[config.mk]
export PLATFORM = sky130hd
export DESIGN_NAME = status_lamps
export DESIGN_NICKNAME = d
export VERILOG_FILES = /design/src/rtl/lamp_pkg.sv /design/src/rtl/blink_if.sv /design/src/rtl/blink_timer.sv /design/src/rtl/fault_merge.sv /design/src/rtl/status_lamps.sv
export VERILOG_INCLUDE_DIRS = /design/src /design/src/rtl
export SDC_FILE = /design/constraint.sdc
export NUM_CORES = 1
export LEC_CHECK = 0
export BUFFER_PORTS_ARGS = -buffer_cell sky130_fd_sc_hd__buf_4
export CORE_ASPECT_RATIO = 1.4
export CORE_MARGIN = 3
export CORE_UTILIZATION = 40
export CTS_BUF_LIST = sky130_fd_sc_hd__clkbuf_4 sky130_fd_sc_hd__clkbuf_8
export CTS_CLUSTER_DIAMETER = 50
export DETAILED_ROUTE_END_ITERATION = 7
export HOLD_SLACK_MARGIN = 0.05
export PLACE_DENSITY = 0.68
export SLEW_MARGIN = 20
export SYNTH_ARGS = -nofsm -noshare
export SYNTH_HDL_FRONTEND = slang
export SYNTH_SLANG_ARGS = --single-unit
[constraint.sdc]
create_clock -name CORE_CLK -period 7.5 [get_ports CORE_CLK]
set_clock_uncertainty 0.2 [all_clocks]
set_input_delay 0.375 -clock CORE_CLK [delete_from_list [all_inputs] [get_ports CORE_CLK]]
set_output_delay 0.375 -clock CORE_CLK [all_outputs]
set_load 0.01 [all_outputs]
[src/rtl/lamp_map.svh]
/*
  Register offsets, field positions, reset values and timing constants of
  the front-panel lamp driver. Assumes a 100 MHz core clock.
*/
`ifndef LAMP_MAP_SVH
`define LAMP_MAP_SVH

// ----------------------------------------------------------------------
// Register byte offsets
// ----------------------------------------------------------------------
`define REG_CTRL        8'h00
`define REG_STARTUP     8'h04
`define REG_STATUS      8'h08
`define REG_INT_STAT    8'h0c
`define REG_INT_MASK    8'h10

// ----------------------------------------------------------------------
// Control fields
// ----------------------------------------------------------------------
`define CTRL_FORCE_ERR  0
`define CTRL_RUN        1
`define CTRL_LONG_BLINK 2
`define CTRL_W          3
`define CTRL_RST        3'h0
`define STARTUP_RST     8'h00
`define INT_MASK_RST    16'h0000

// ----------------------------------------------------------------------
// Interrupt status fields
// ----------------------------------------------------------------------
`define INT_ERR_RISE    0
`define INT_LINK_LOST   1
`define INT_HART_LSB    8
`define INT_W           16

// ----------------------------------------------------------------------
// Timing
// ----------------------------------------------------------------------
`define CLK_FREQ_HZ     100000000
`define MS_PER_S        1000
`define BLINK_SHORT_MS  100
`define BLINK_LONG_MS   400

`endif

[src/rtl/lamp_pkg.sv]
/*
  Types shared by the lamp driver modules.
  Assumes nothing beyond a SystemVerilog compiler.
*/
package lamp_pkg;
  typedef logic [7:0]  chan_vec_t;
  typedef logic [31:0] word_t;
  typedef enum logic {MODE_STARTUP, MODE_RUN} lamp_mode_t;
endpackage

[src/rtl/blink_if.sv]
/*
  Carrier between the lamp driver and one channel's blink-off timer.
  Assumes both ends share the core clock.
*/
`timescale 1ns/1ps
`default_nettype none
interface blink_if;
  logic start;
  logic long_sel;
  logic active;
  modport timer (input start, input long_sel, output active);
  modport ctrl  (output start, output long_sel, input active);
endinterface
`default_nettype wire

[src/rtl/blink_timer.sv]
/*
  Blink-off interval timer for one channel lamp.
  Assumes a one-cycle start pulse in the core clock domain.
*/
`timescale 1ns/1ps
`default_nettype none
module blink_timer
  import lamp_pkg::*;
#(
  parameter int unsigned SHORT_CYC = 10,
  parameter int unsigned LONG_CYC  = 40
)
(
  input wire logic clk,
  input wire logic rst_n,
  blink_if.timer   bi
);
  word_t cnt_q;
  word_t cnt_d;
  word_t dur;

  // ----------------------------------------------------------------------
  // Interval counter
  // ----------------------------------------------------------------------
  assign dur       = bi.long_sel ? word_t'(LONG_CYC) : word_t'(SHORT_CYC);
  // A fresh completion reloads the count, so the lamp stays off a full interval
  assign cnt_d     = bi.start ? dur : ((cnt_q != 32'h0) ? cnt_q - 32'h1 : cnt_q);
  assign bi.active = (cnt_q != 32'h0);

  always_ff @(posedge clk or negedge rst_n)
  begin
    if (!rst_n)
      cnt_q <= 32'h0;
    else
      cnt_q <= cnt_d;
  end
endmodule
`default_nettype wire

[src/rtl/fault_merge.sv]
/*
  Merges the module fault sources into the readable error bit.
  Assumes all sources are synchronous levels in the core clock domain.
*/
`timescale 1ns/1ps
`default_nettype none
module fault_merge
(
  input  wire logic       clk,
  input  wire logic       rst_n,
  input  wire logic       force_err,
  input  wire logic       link_lost,
  input  wire logic       not_cal,
  input  wire logic [2:0] mem_fail,
  output logic            err
);
  // ----------------------------------------------------------------------
  // Error bit
  // ----------------------------------------------------------------------
  // Auxiliary power is deliberately not an input here
  assign err = force_err
             | link_lost
             | not_cal
             | (|mem_fail);
endmodule
`default_nettype wire

[src/rtl/status_lamps.sv]
/*
  Front-panel lamp driver of an eight-channel current-loop input module,
  with a classic Wishbone register slave and a level interrupt.
  Assumes all inputs synchronous to CORE_CLK and one-cycle HART done pulses.
*/
// Design decisions made here: register access over Wishbone and the address map.
// What this block does
// Power lamp follows the supply-good report.
// Communications lamp lit while the controller is exchanging transactions.
// Fault lamp for any internal fault, never for auxiliary power loss alone.
// Force-error control bit lights the fault lamp.
// Loss of controller communication lights the fault lamp.
// Missing calibration lights the fault lamp.
// Flash, EE or RAM diagnostic failure lights the fault lamp.
// Before configuration channel lamps show the firmware startup state.
// After configuration a channel lamp is on while its input is healthy.
// After configuration a channel lamp is off while its input is bad.
// Completed HART exchange on healthy input blinks the lamp off 100 ms.
// A 400 ms blink-off is also available, chosen by a control bit.
// Fault lamp always mirrors the readable error bit.
// Blink intervals counted on the core clock; new completion restarts them.
`timescale 1ns/1ps
`default_nettype none
`include "lamp_map.svh"
module status_lamps
  import lamp_pkg::*;
#(
  parameter int unsigned SHORT_BLINK_CYC = `BLINK_SHORT_MS * (`CLK_FREQ_HZ / `MS_PER_S),
  parameter int unsigned LONG_BLINK_CYC  = `BLINK_LONG_MS * (`CLK_FREQ_HZ / `MS_PER_S)
)
(
  input  wire logic        CORE_CLK,
  input  wire logic        RESET_N,
  input  wire logic        WB_CYC_I,
  input  wire logic        WB_STB_I,
  input  wire logic        WB_WE_I,
  input  wire logic [7:0]  WB_ADR_I,
  input  wire logic [3:0]  WB_SEL_I,
  input  wire logic [31:0] WB_DAT_I,
  output logic      [31:0] WB_DAT_O,
  output logic             WB_ACK_O,
  input  wire logic        PWR_GOOD,
  input  wire logic        AUX_PWR_GOOD,
  input  wire logic        LINK_ACTIVE,
  input  wire logic        LINK_LOST,
  input  wire logic        NOT_CALIBRATED,
  input  wire logic [2:0]  MEM_FAIL,
  input  wire logic [7:0]  CHAN_HEALTHY,
  input  wire logic [7:0]  HART_DONE,
  output logic             PWR_LED,
  output logic             COMM_LED,
  output logic             FAULT_LED,
  output logic      [7:0]  CHAN_LED,
  output logic             IRQ
);
  // ----------------------------------------------------------------------
  // Declarations
  // ----------------------------------------------------------------------
  logic [`CTRL_W-1:0]  ctrl_q;
  logic [`CTRL_W-1:0]  ctrl_d;
  chan_vec_t           startup_q;
  chan_vec_t           startup_d;
  logic [`INT_W-1:0]   int_stat_q;
  logic [`INT_W-1:0]   int_stat_d;
  logic [`INT_W-1:0]   int_mask_q;
  logic [`INT_W-1:0]   int_mask_d;
  logic [`INT_W-1:0]   int_set;
  logic [`INT_W-1:0]   int_clr;
  logic                ack_q;
  word_t               rdata_q;
  word_t               rd_mux;
  word_t               wmask;
  logic                bus_take;
  logic                wr_take;
  logic                sel_ctrl;
  logic                sel_startup;
  logic                sel_status;
  logic                sel_int_stat;
  logic                sel_int_mask;
  logic                err_bit;
  logic                err_prev_q;
  logic                lost_prev_q;
  logic                pwr_led_q;
  logic                comm_led_q;
  logic                fault_led_q;
  chan_vec_t           chan_led_q;
  chan_vec_t           chan_led_d;
  chan_vec_t           blink_start;
  chan_vec_t           blink_on;
  logic                irq_q;
  lamp_mode_t          mode;

  // ----------------------------------------------------------------------
  // Wishbone decode
  // ----------------------------------------------------------------------
  // Answer one cycle after the request is seen; ack drops the cycle after
  assign bus_take     = WB_CYC_I & WB_STB_I & ~ack_q;
  assign wr_take      = bus_take & WB_WE_I;
  assign sel_ctrl     = (WB_ADR_I == `REG_CTRL);
  assign sel_startup  = (WB_ADR_I == `REG_STARTUP);
  assign sel_status   = (WB_ADR_I == `REG_STATUS);
  assign sel_int_stat = (WB_ADR_I == `REG_INT_STAT);
  assign sel_int_mask = (WB_ADR_I == `REG_INT_MASK);
  assign wmask        = {{8{WB_SEL_I[3]}}, {8{WB_SEL_I[2]}},
                         {8{WB_SEL_I[1]}}, {8{WB_SEL_I[0]}}};

  // Unmapped addresses are acknowledged and read as zero
  assign rd_mux = sel_ctrl     ? {29'h0, ctrl_q} :
                  sel_startup  ? {24'h0, startup_q} :
                  sel_status   ? {8'h0, chan_led_q, CHAN_HEALTHY, 4'h0,
                                  AUX_PWR_GOOD, LINK_ACTIVE, PWR_GOOD, err_bit} :
                  sel_int_stat ? {16'h0, int_stat_q} :
                  sel_int_mask ? {16'h0, int_mask_q} :
                                 32'h0;

  // ----------------------------------------------------------------------
  // Register writes
  // ----------------------------------------------------------------------
  assign ctrl_d     = (wr_take && sel_ctrl) ?
                      ((ctrl_q & ~wmask[`CTRL_W-1:0]) | (WB_DAT_I[`CTRL_W-1:0] & wmask[`CTRL_W-1:0])) :
                      ctrl_q;
  assign startup_d  = (wr_take && sel_startup) ?
                      ((startup_q & ~wmask[7:0]) | (WB_DAT_I[7:0] & wmask[7:0])) : startup_q;
  assign int_mask_d = (wr_take && sel_int_mask) ?
                      ((int_mask_q & ~wmask[15:0]) | (WB_DAT_I[15:0] & wmask[15:0])) :
                      int_mask_q;

  // ----------------------------------------------------------------------
  // Interrupt status, write one to clear; a new event beats the clear
  // ----------------------------------------------------------------------
  assign int_set    = {HART_DONE, 6'h0, LINK_LOST & ~lost_prev_q, err_bit & ~err_prev_q};
  assign int_clr    = (wr_take && sel_int_stat) ? (WB_DAT_I[15:0] & wmask[15:0]) : 16'h0;
  assign int_stat_d = (int_stat_q & ~int_clr) | int_set;

  always_ff @(posedge CORE_CLK or negedge RESET_N)
  begin
    if (!RESET_N)
    begin
      ctrl_q      <= `CTRL_RST;
      startup_q   <= `STARTUP_RST;
      int_mask_q  <= `INT_MASK_RST;
      int_stat_q  <= 16'h0;
      ack_q       <= 1'b0;
      rdata_q     <= 32'h0;
      err_prev_q  <= 1'b0;
      lost_prev_q <= 1'b0;
      irq_q       <= 1'b0;
    end
    else
    begin
      ctrl_q      <= ctrl_d;
      startup_q   <= startup_d;
      int_mask_q  <= int_mask_d;
      int_stat_q  <= int_stat_d;
      ack_q       <= bus_take;
      rdata_q     <= bus_take ? rd_mux : 32'h0;
      err_prev_q  <= err_bit;
      lost_prev_q <= LINK_LOST;
      irq_q       <= |(int_stat_d & int_mask_d);
    end
  end

  // ----------------------------------------------------------------------
  // Fault sources
  // ----------------------------------------------------------------------
  fault_merge u_fault
  (
    .clk       (CORE_CLK),
    .rst_n     (RESET_N),
    .force_err (ctrl_q[`CTRL_FORCE_ERR]),
    .link_lost (LINK_LOST),
    .not_cal   (NOT_CALIBRATED),
    .mem_fail  (MEM_FAIL),
    .err       (err_bit)
  );

  // ----------------------------------------------------------------------
  // Channel lamps and blink timers
  // ----------------------------------------------------------------------
  assign mode = ctrl_q[`CTRL_RUN] ? MODE_RUN : MODE_STARTUP;

  for (genvar i = 0; i < 8; i++)
  begin : g_chan
    blink_if bif();
    assign blink_start[i] = HART_DONE[i] & CHAN_HEALTHY[i];
    assign bif.start      = blink_start[i];
    assign bif.long_sel   = ctrl_q[`CTRL_LONG_BLINK];
    assign blink_on[i]    = bif.active;

    blink_timer #(
      .SHORT_CYC (SHORT_BLINK_CYC),
      .LONG_CYC  (LONG_BLINK_CYC)
    ) u_timer
    (
      .clk   (CORE_CLK),
      .rst_n (RESET_N),
      .bi    (bif)
    );

    // Startup pattern first; afterwards health with blink-offs
    assign chan_led_d[i] = (mode == MODE_STARTUP) ? startup_q[i] :
                           (CHAN_HEALTHY[i] & ~blink_on[i]);

  end

  // ----------------------------------------------------------------------
  // Front-panel lamps, all registered
  // ----------------------------------------------------------------------
  always_ff @(posedge CORE_CLK or negedge RESET_N)
  begin
    if (!RESET_N)
    begin
      pwr_led_q   <= 1'b0;
      comm_led_q  <= 1'b0;
      fault_led_q <= 1'b0;
      chan_led_q  <= 8'h00;
    end
    else
    begin
      pwr_led_q   <= PWR_GOOD;
      comm_led_q  <= LINK_ACTIVE;
      fault_led_q <= err_bit;
      chan_led_q  <= chan_led_d;
    end
  end

  assign PWR_LED   = pwr_led_q;
  assign COMM_LED  = comm_led_q;
  assign FAULT_LED = fault_led_q;
  assign CHAN_LED  = chan_led_q;
  assign IRQ       = irq_q;
  assign WB_ACK_O  = ack_q;
  assign WB_DAT_O  = rdata_q;
endmodule
`default_nettype wire

; Word level (Yosys, flattened, before mapping)
; Cells that the tools add are included.
; Widths: inputs -> output; s select.
[word_totals]
reg_bits = 337
in_bits = 73
out_inout_bits = 45
word_cells = 140
[classes]
add_sub_neg = 8
eq_ne = 4
n_mux = 34
bitwise = 51
n_reduce_logical = 23
[ops]
columns = cell, count
row1 = $mux 32, 16
row2 = $reduce_bool 32->1, 8
row3 = $sub 32x1->32 const B, 8
row4 = $mux 24, 4
row5 = $and 16x16->16, 4
row6 = $mux 16, 4
row7 = $not 16->16, 2
row8 = $or 16x16->16, 2
row9 = $mux 26, 1
row10 = $and 1x1->1, 21
row11 = $and 8x8->8, 2
row12 = $eq 8x4->1 const B, 2
row13 = $reduce_bool 2->1, 8
row14 = $reduce_or 16->1, 1
row15 = $not 1->1, 11
row16 = $mux 1, 9
row17 = $eq 8x3->1 const B, 1
row18 = $eq 8x5->1 const B, 1
row19 = $logic_not 8->1, 1
row20 = $not 8->8, 1
row21 = $or 8x8->8, 1
row22 = $and 3x3->3, 2
row23 = $logic_and 1x1->1, 4
row24 = $not 3->3, 1
row25 = other kinds (3), 5

; Logic depth before layout (Yosys ltp)
[depth]
ltp_word = 10
mapped_depth = 9
depth_no_buf = 8

; Cells and area by module
; A second synthesis with hierarchy kept.
[hier_totals]
hier_cells = 1829
area_unflattened_um2 = 18252.5
[modules_own_cells]
columns = mod, n_inst, cells_per_inst, area_each_um2, seq_area_each_um2
row1 = blink_timer, 8, 189, 1841.8, 800.8
row2 = status_lamps, 1, 314, 3504.6, 2026.9
row3 = fault_merge, 1, 3, 13.8, 0.0

; Least setup slack after synthesis
; OpenSTA, ideal clock, no wires.
[synth_timing]
path_type = register to register
start = register g_chan[5].u_timer.cnt_q[14]
end = register g_chan[5].u_timer.cnt_q[11]
setup_ns = 0.130
t_arrival_ns = 2.390
required_ns = 7.170
slack_ns = 4.781
path_stages_with_launch = 8
path_buffers = 1
period_less_slack_ns = 2.719
path_cell_list = dfrtp_1 or4_4 or4_4 or4_4 buf_6 nand4_2 xor2_1 a21oi_1
[synth_via]
elab_chain_cells = 2
[synth_lines]
columns = element, line
row1 = "start, declared", blink_timer.sv:18  ; word_t cnt_q;
row2 = "start signal, assigned", blink_timer.sv:35  ; cnt_q <= cnt_d;
row3 = $reduce_bool 32->1, blink_timer.sv:27  ; assign cnt_d = bi.start ? dur : ((cnt_q != 32'h0) ? cnt_q - 32'h1 : cnt_q);
row4 = $reduce_bool 2->1 (no source line), --
; No other way between the ends.
; A chain may end at the register's enable or synchronous reset.

; Worst setup path after layout
[layout_timing]
start = register g_chan[1].u_timer.cnt_q[26]
end = register g_chan[1].u_timer.cnt_q[15]
[layout_via]
elab_chain_cells = 2
[layout_lines]
columns = element, line
row1 = "start, declared", blink_timer.sv:18
row2 = "start signal, assigned", blink_timer.sv:35
row3 = $reduce_bool 32->1, blink_timer.sv:27
row4 = $reduce_bool 2->1 (no source line), --
; No other way between the ends.

==> metrics.json <==
{
  "layout_min_cycle_time_ps": 3640,
  "worst_pin_slew_ps": 1070,
  "io_pins": 118,
  "hpwl_um": 29300,
  "regToRegEndpoint": "g_chan[1].u_timer.cnt_q[15]",
  "worstPathCellList": "nor4_1, nor4b_1, nand4_1, nand2_1, o22ai_1",
  "tritoncts": "done",
  "worstSkewPairLatency_ps": 610,
  "synth.avg_cell_area_sq_um": 9.63,
  "synth.cell_area_sq_mm": 0.0168,
  "criticalPathCategory": "reg2reg",
  "track_usage_pct": 18.6,
  "cts.path.max_buffers": 3,
  "grt_max_degree": 151,
  "die_boundary_height_um": 249,
  "cp_slowest_cell": "nand4_1",
  "synth_cell_types": 72,
  "fin_nets": 1982,
  "hp-class": "in2reg",
  "peakVddDrop_mv": 0.121,
  "yosys_most_used_dff": "dfrtp_1",
  "globalRouteOverflowTotal": 0,
  "clk_pin_slew_ps": 60,
  "wl_per_cell_um": 16.9,
  "critical_path.max_fanout": 18,
  "wl_um": 41900,
  "max-cap-violations": 0,
  "slew_headroom_pct": 27.7,
  "cell_family_with_most_cp_delay": "simple AND/OR/NAND/NOR gates",
  "port_buffers": 91,
  "final.fill_count": 3888,
  "grt_setup_unrepaired": "no",
  "gp_routability_congestion": 0.859,
  "totalPowerFinal_uw": 4720,
  "root_buffer": "clkbuf_8",
  "maximum_level_of_the_cts_h_tree": 2,
  "finish.cell_count_without_fillers": 2475,
  "first_global_vias": 13800,
  "setup.reg_to_reg.worst_slack_ps": 3860,
  "yosysSeqAreaShare_pct": 50.1,
  "placed_cell_area_sq_mm": 0.0180,
  "worst_path_required_ps": 7750,
  "rows": 88,
  "worst-r2r-cell-count": 5,
  "vias": 13500,
  "layout-drive-gt1-share_pct": 12.0,
  "initial_core_util_pct": 40.7,
  "grt_first_pass_wirelength_um": 69900,
  "final_antenna_net_count": 0,
  "finalHoldViolations": 0,
  "critical_path.reg2reg.startpoint": "g_chan[1].u_timer.cnt_q[26]",
  "core_area_sq_mm": 0.0414,
  "die_w_um": 179,
  "maximum_cell_stage_delay_along_the_critical_path_ps": 900,
  "cp_num_buf_inv": 0,
  "clock.fmax_ghz": 0.275,
  "report.final.slew_viol_count": 0,
  "numClockSinks": 337,
  "synth-seq-cells": 337,
  "timing.critical_path.to_type": "register",
  "setup_crit_start_kind": "register",
  "post-route-util_pct": 47.6,
  "async_flop_share_pct": 100,
  "synth_enable_flop_cells": 0,
  "post_cts.resized_instances": 0,
  "pwr_cell_area_mw_per_mm2": 239,
  "drc": 0,
  "hold_path_depth": 3,
  "holdCritStartpoint": "WB_CYC_I",
  "hold_path_end": "WB_DAT_O[1]",
  "flow.area_growth_from_synthesis_pct": 17.1,
  "grt_antenna_before_repair": 3,
  "tns_ps": 0,
  "viasPerCell": 5.46,
  "postLayoutCellArea_sq_mm": 0.0197,
  "first_pass_iters": 5,
  "period_share_pct": 48.5,
  "detail_route.iter0.violations": 812,
  "run_status": "completed",
  "die_area_sq_mm": 0.0446,
  "setup_viol": 0,
  "yosys_warnings": 0,
  "cts_inserted_buffers": 52,
  "worst-endpoint-arrival_ps": 3880,
  "dp.cells": 2330,
  "p_leak_uw": 0.00835,
  "synthCells": 1748
}
tightest hold or removal path: cells and delay by family:
kind,cells,cell delay (ps)
compound gates,1,70
buf+inv,1,130
simple gates,1,280
repair_timing:
| item | in CTS | in global routing |
|---|---|---|
| hold endpoints to repair | 198 | 0 |
| hold buffers | 49 | 0 |
| buffers inserted | 0 | 0 |
synthesized netlist by cell type, types with 7 or more instances:
cell type | count | share of area [%]
dfrtp_1 | 337 | 50
nor2_1 | 224 | 5.0
nand2_1 | 126 | 2.8
xnor2_1 | 125 | 6.5
nor3_1 | 91 | 2.7
o21ai_0 | 87 | 2.6
xor2_1 | 83 | 4.3
a21oi_1 | 64 | 1.9
nor4_1 | 62 | 2.3
inv_1 | 59 | 1.3
nand3_1 | 45 | 1.3
clkbuf_1 | 44 | 0.98
or3_1 | 44 | 1.6
or4_1 | 28 | 1.2
o22ai_1 | 27 | 1.0
nand4_1 | 24 | 0.89
and2_1 | 22 | 0.82
and3_1 | 19 | 0.71
ha_1 | 16 | 1.2
nand4b_1 | 16 | 0.83
mux2_2 | 14 | 0.94
a22oi_1 | 13 | 0.58
nand3b_1 | 13 | 0.58
a211oi_1 | 12 | 0.53
nand2b_1 | 12 | 0.45
nor4b_1 | 11 | 0.57
a31oi_1 | 10 | 0.37
mux2i_1 | 10 | 0.59
buf_4 | 8 | 0.36
nor2b_1 | 8 | 0.30
or2_2 | 8 | 0.30
nor3b_1 | 7 | 0.31
registers in the layout, summed over array words and instances (netlist names), named ones only:
name,count
WB_DAT_O,24
lost_prev_q,1
FAULT_LED,1
PWR_LED,1
CHAN_LED,8
IRQ,1
g_chan.u_timer.cnt_q,256
int_mask_q,16
WB_ACK_O,1
int_stat_q,16
COMM_LED,1
cell families (layout without fill, tap and decap cells):
group           count (synthesis)  count (layout)  share of synthesized area (%)
xor+xnor                      208             208                           10.8
mux                            24              24                           1.53
simple gates                  790             790                           24.6
compound gates                249             249                           8.80
buf+inv                       123             300                           3.00
flops                         337             337                           50.1
fa+ha+maj                      16              16                           1.19
other cells                     1              11                         0.0223
how the worst max path moves through the flow:
stage                                            from                     endpoint  slack [ps]  depth (start not counted)
after CTS                 g_chan[1].u_timer.cnt_q[26]  g_chan[1].u_timer.cnt_q[15]        3850                          5
final                     g_chan[1].u_timer.cnt_q[26]  g_chan[1].u_timer.cnt_q[15]        3860                          5
after floorplan           g_chan[5].u_timer.cnt_q[14]  g_chan[5].u_timer.cnt_q[11]        4780                          7
after detailed placement  g_chan[1].u_timer.cnt_q[26]  g_chan[1].u_timer.cnt_q[15]        3880                          5
after global placement    g_chan[1].u_timer.cnt_q[26]  g_chan[1].u_timer.cnt_q[10]        3960                          5
after global routing      g_chan[1].u_timer.cnt_q[26]  g_chan[1].u_timer.cnt_q[21]        3490                          5
power by group:
group,switching [uW],internal (uW),leakage [uW],total [uW]
sequential,180,2010,0.00428,2190
clock,734,1000,0.000625,1740
combinational,450,344,0.00344,794
total,1360,3360,0.00835,4720
area by class of cell:
| type | instances | area [sq um] | area share [%] |
|---|---|---|---|
| Sequential cell | 337 | 8430 | 42.8 |
| Multi-Input combinational cell | 1295 | 7950 | 40.3 |
| Timing Repair Buffer | 148 | 1250 | 6.36 |
| Clock buffer | 76 | 971 | 4.92 |
| Tap cell | 540 | 676 | 3.43 |
| Inverter | 59 | 221 | 1.12 |
| Clock inverter | 17 | 215 | 1.09 |
| Antenna cell | 3 | 7.51 | 0.0381 |
per-stage QoR:
step	hold slack [ps]	worst slack (ps)
4_1_cts	55.0	3850
5_1_grt	102	3490
3_3_place_gp	241	3960
3_5_place_dp	259	3880
2_1_floorplan	-121	4780
6_report	106	3860
placed cells by master, fill, tap and decap left out, types with 13 or more instances in the layout:
cell           Yosys  final
dfrtp_1          337    337
nor2_1           224    224
nand2_1          126    126
xnor2_1          125    125
buf_4              8     97
nor3_1            91     91
o21ai_0           87     86
xor2_1            83     83
a21oi_1           64     64
clkbuf_8           0     64
nor4_1            62     60
inv_1             59     59
dlygate4sd3_1      0     49
nand3_1           45     45
or3_1             44     44
or4_1             28     28
o22ai_1           27     27
nand4_1           24     24
and2_1            22     22
and3_1            19     19
nand4b_1          16     16
ha_1              16     16
mux2_2            14     14
nand3b_1          13     13
a22oi_1           13     13
layer usage:
layer / part of all wire (%) / GRT usage (%)
met5: 0.017 / 0
met4: 3.9 / 7.89
met3: 4.7 / 2.70
met2: 50 / 32.2
met1: 42 / 23.4
Power figures use the tool's default switching activity.
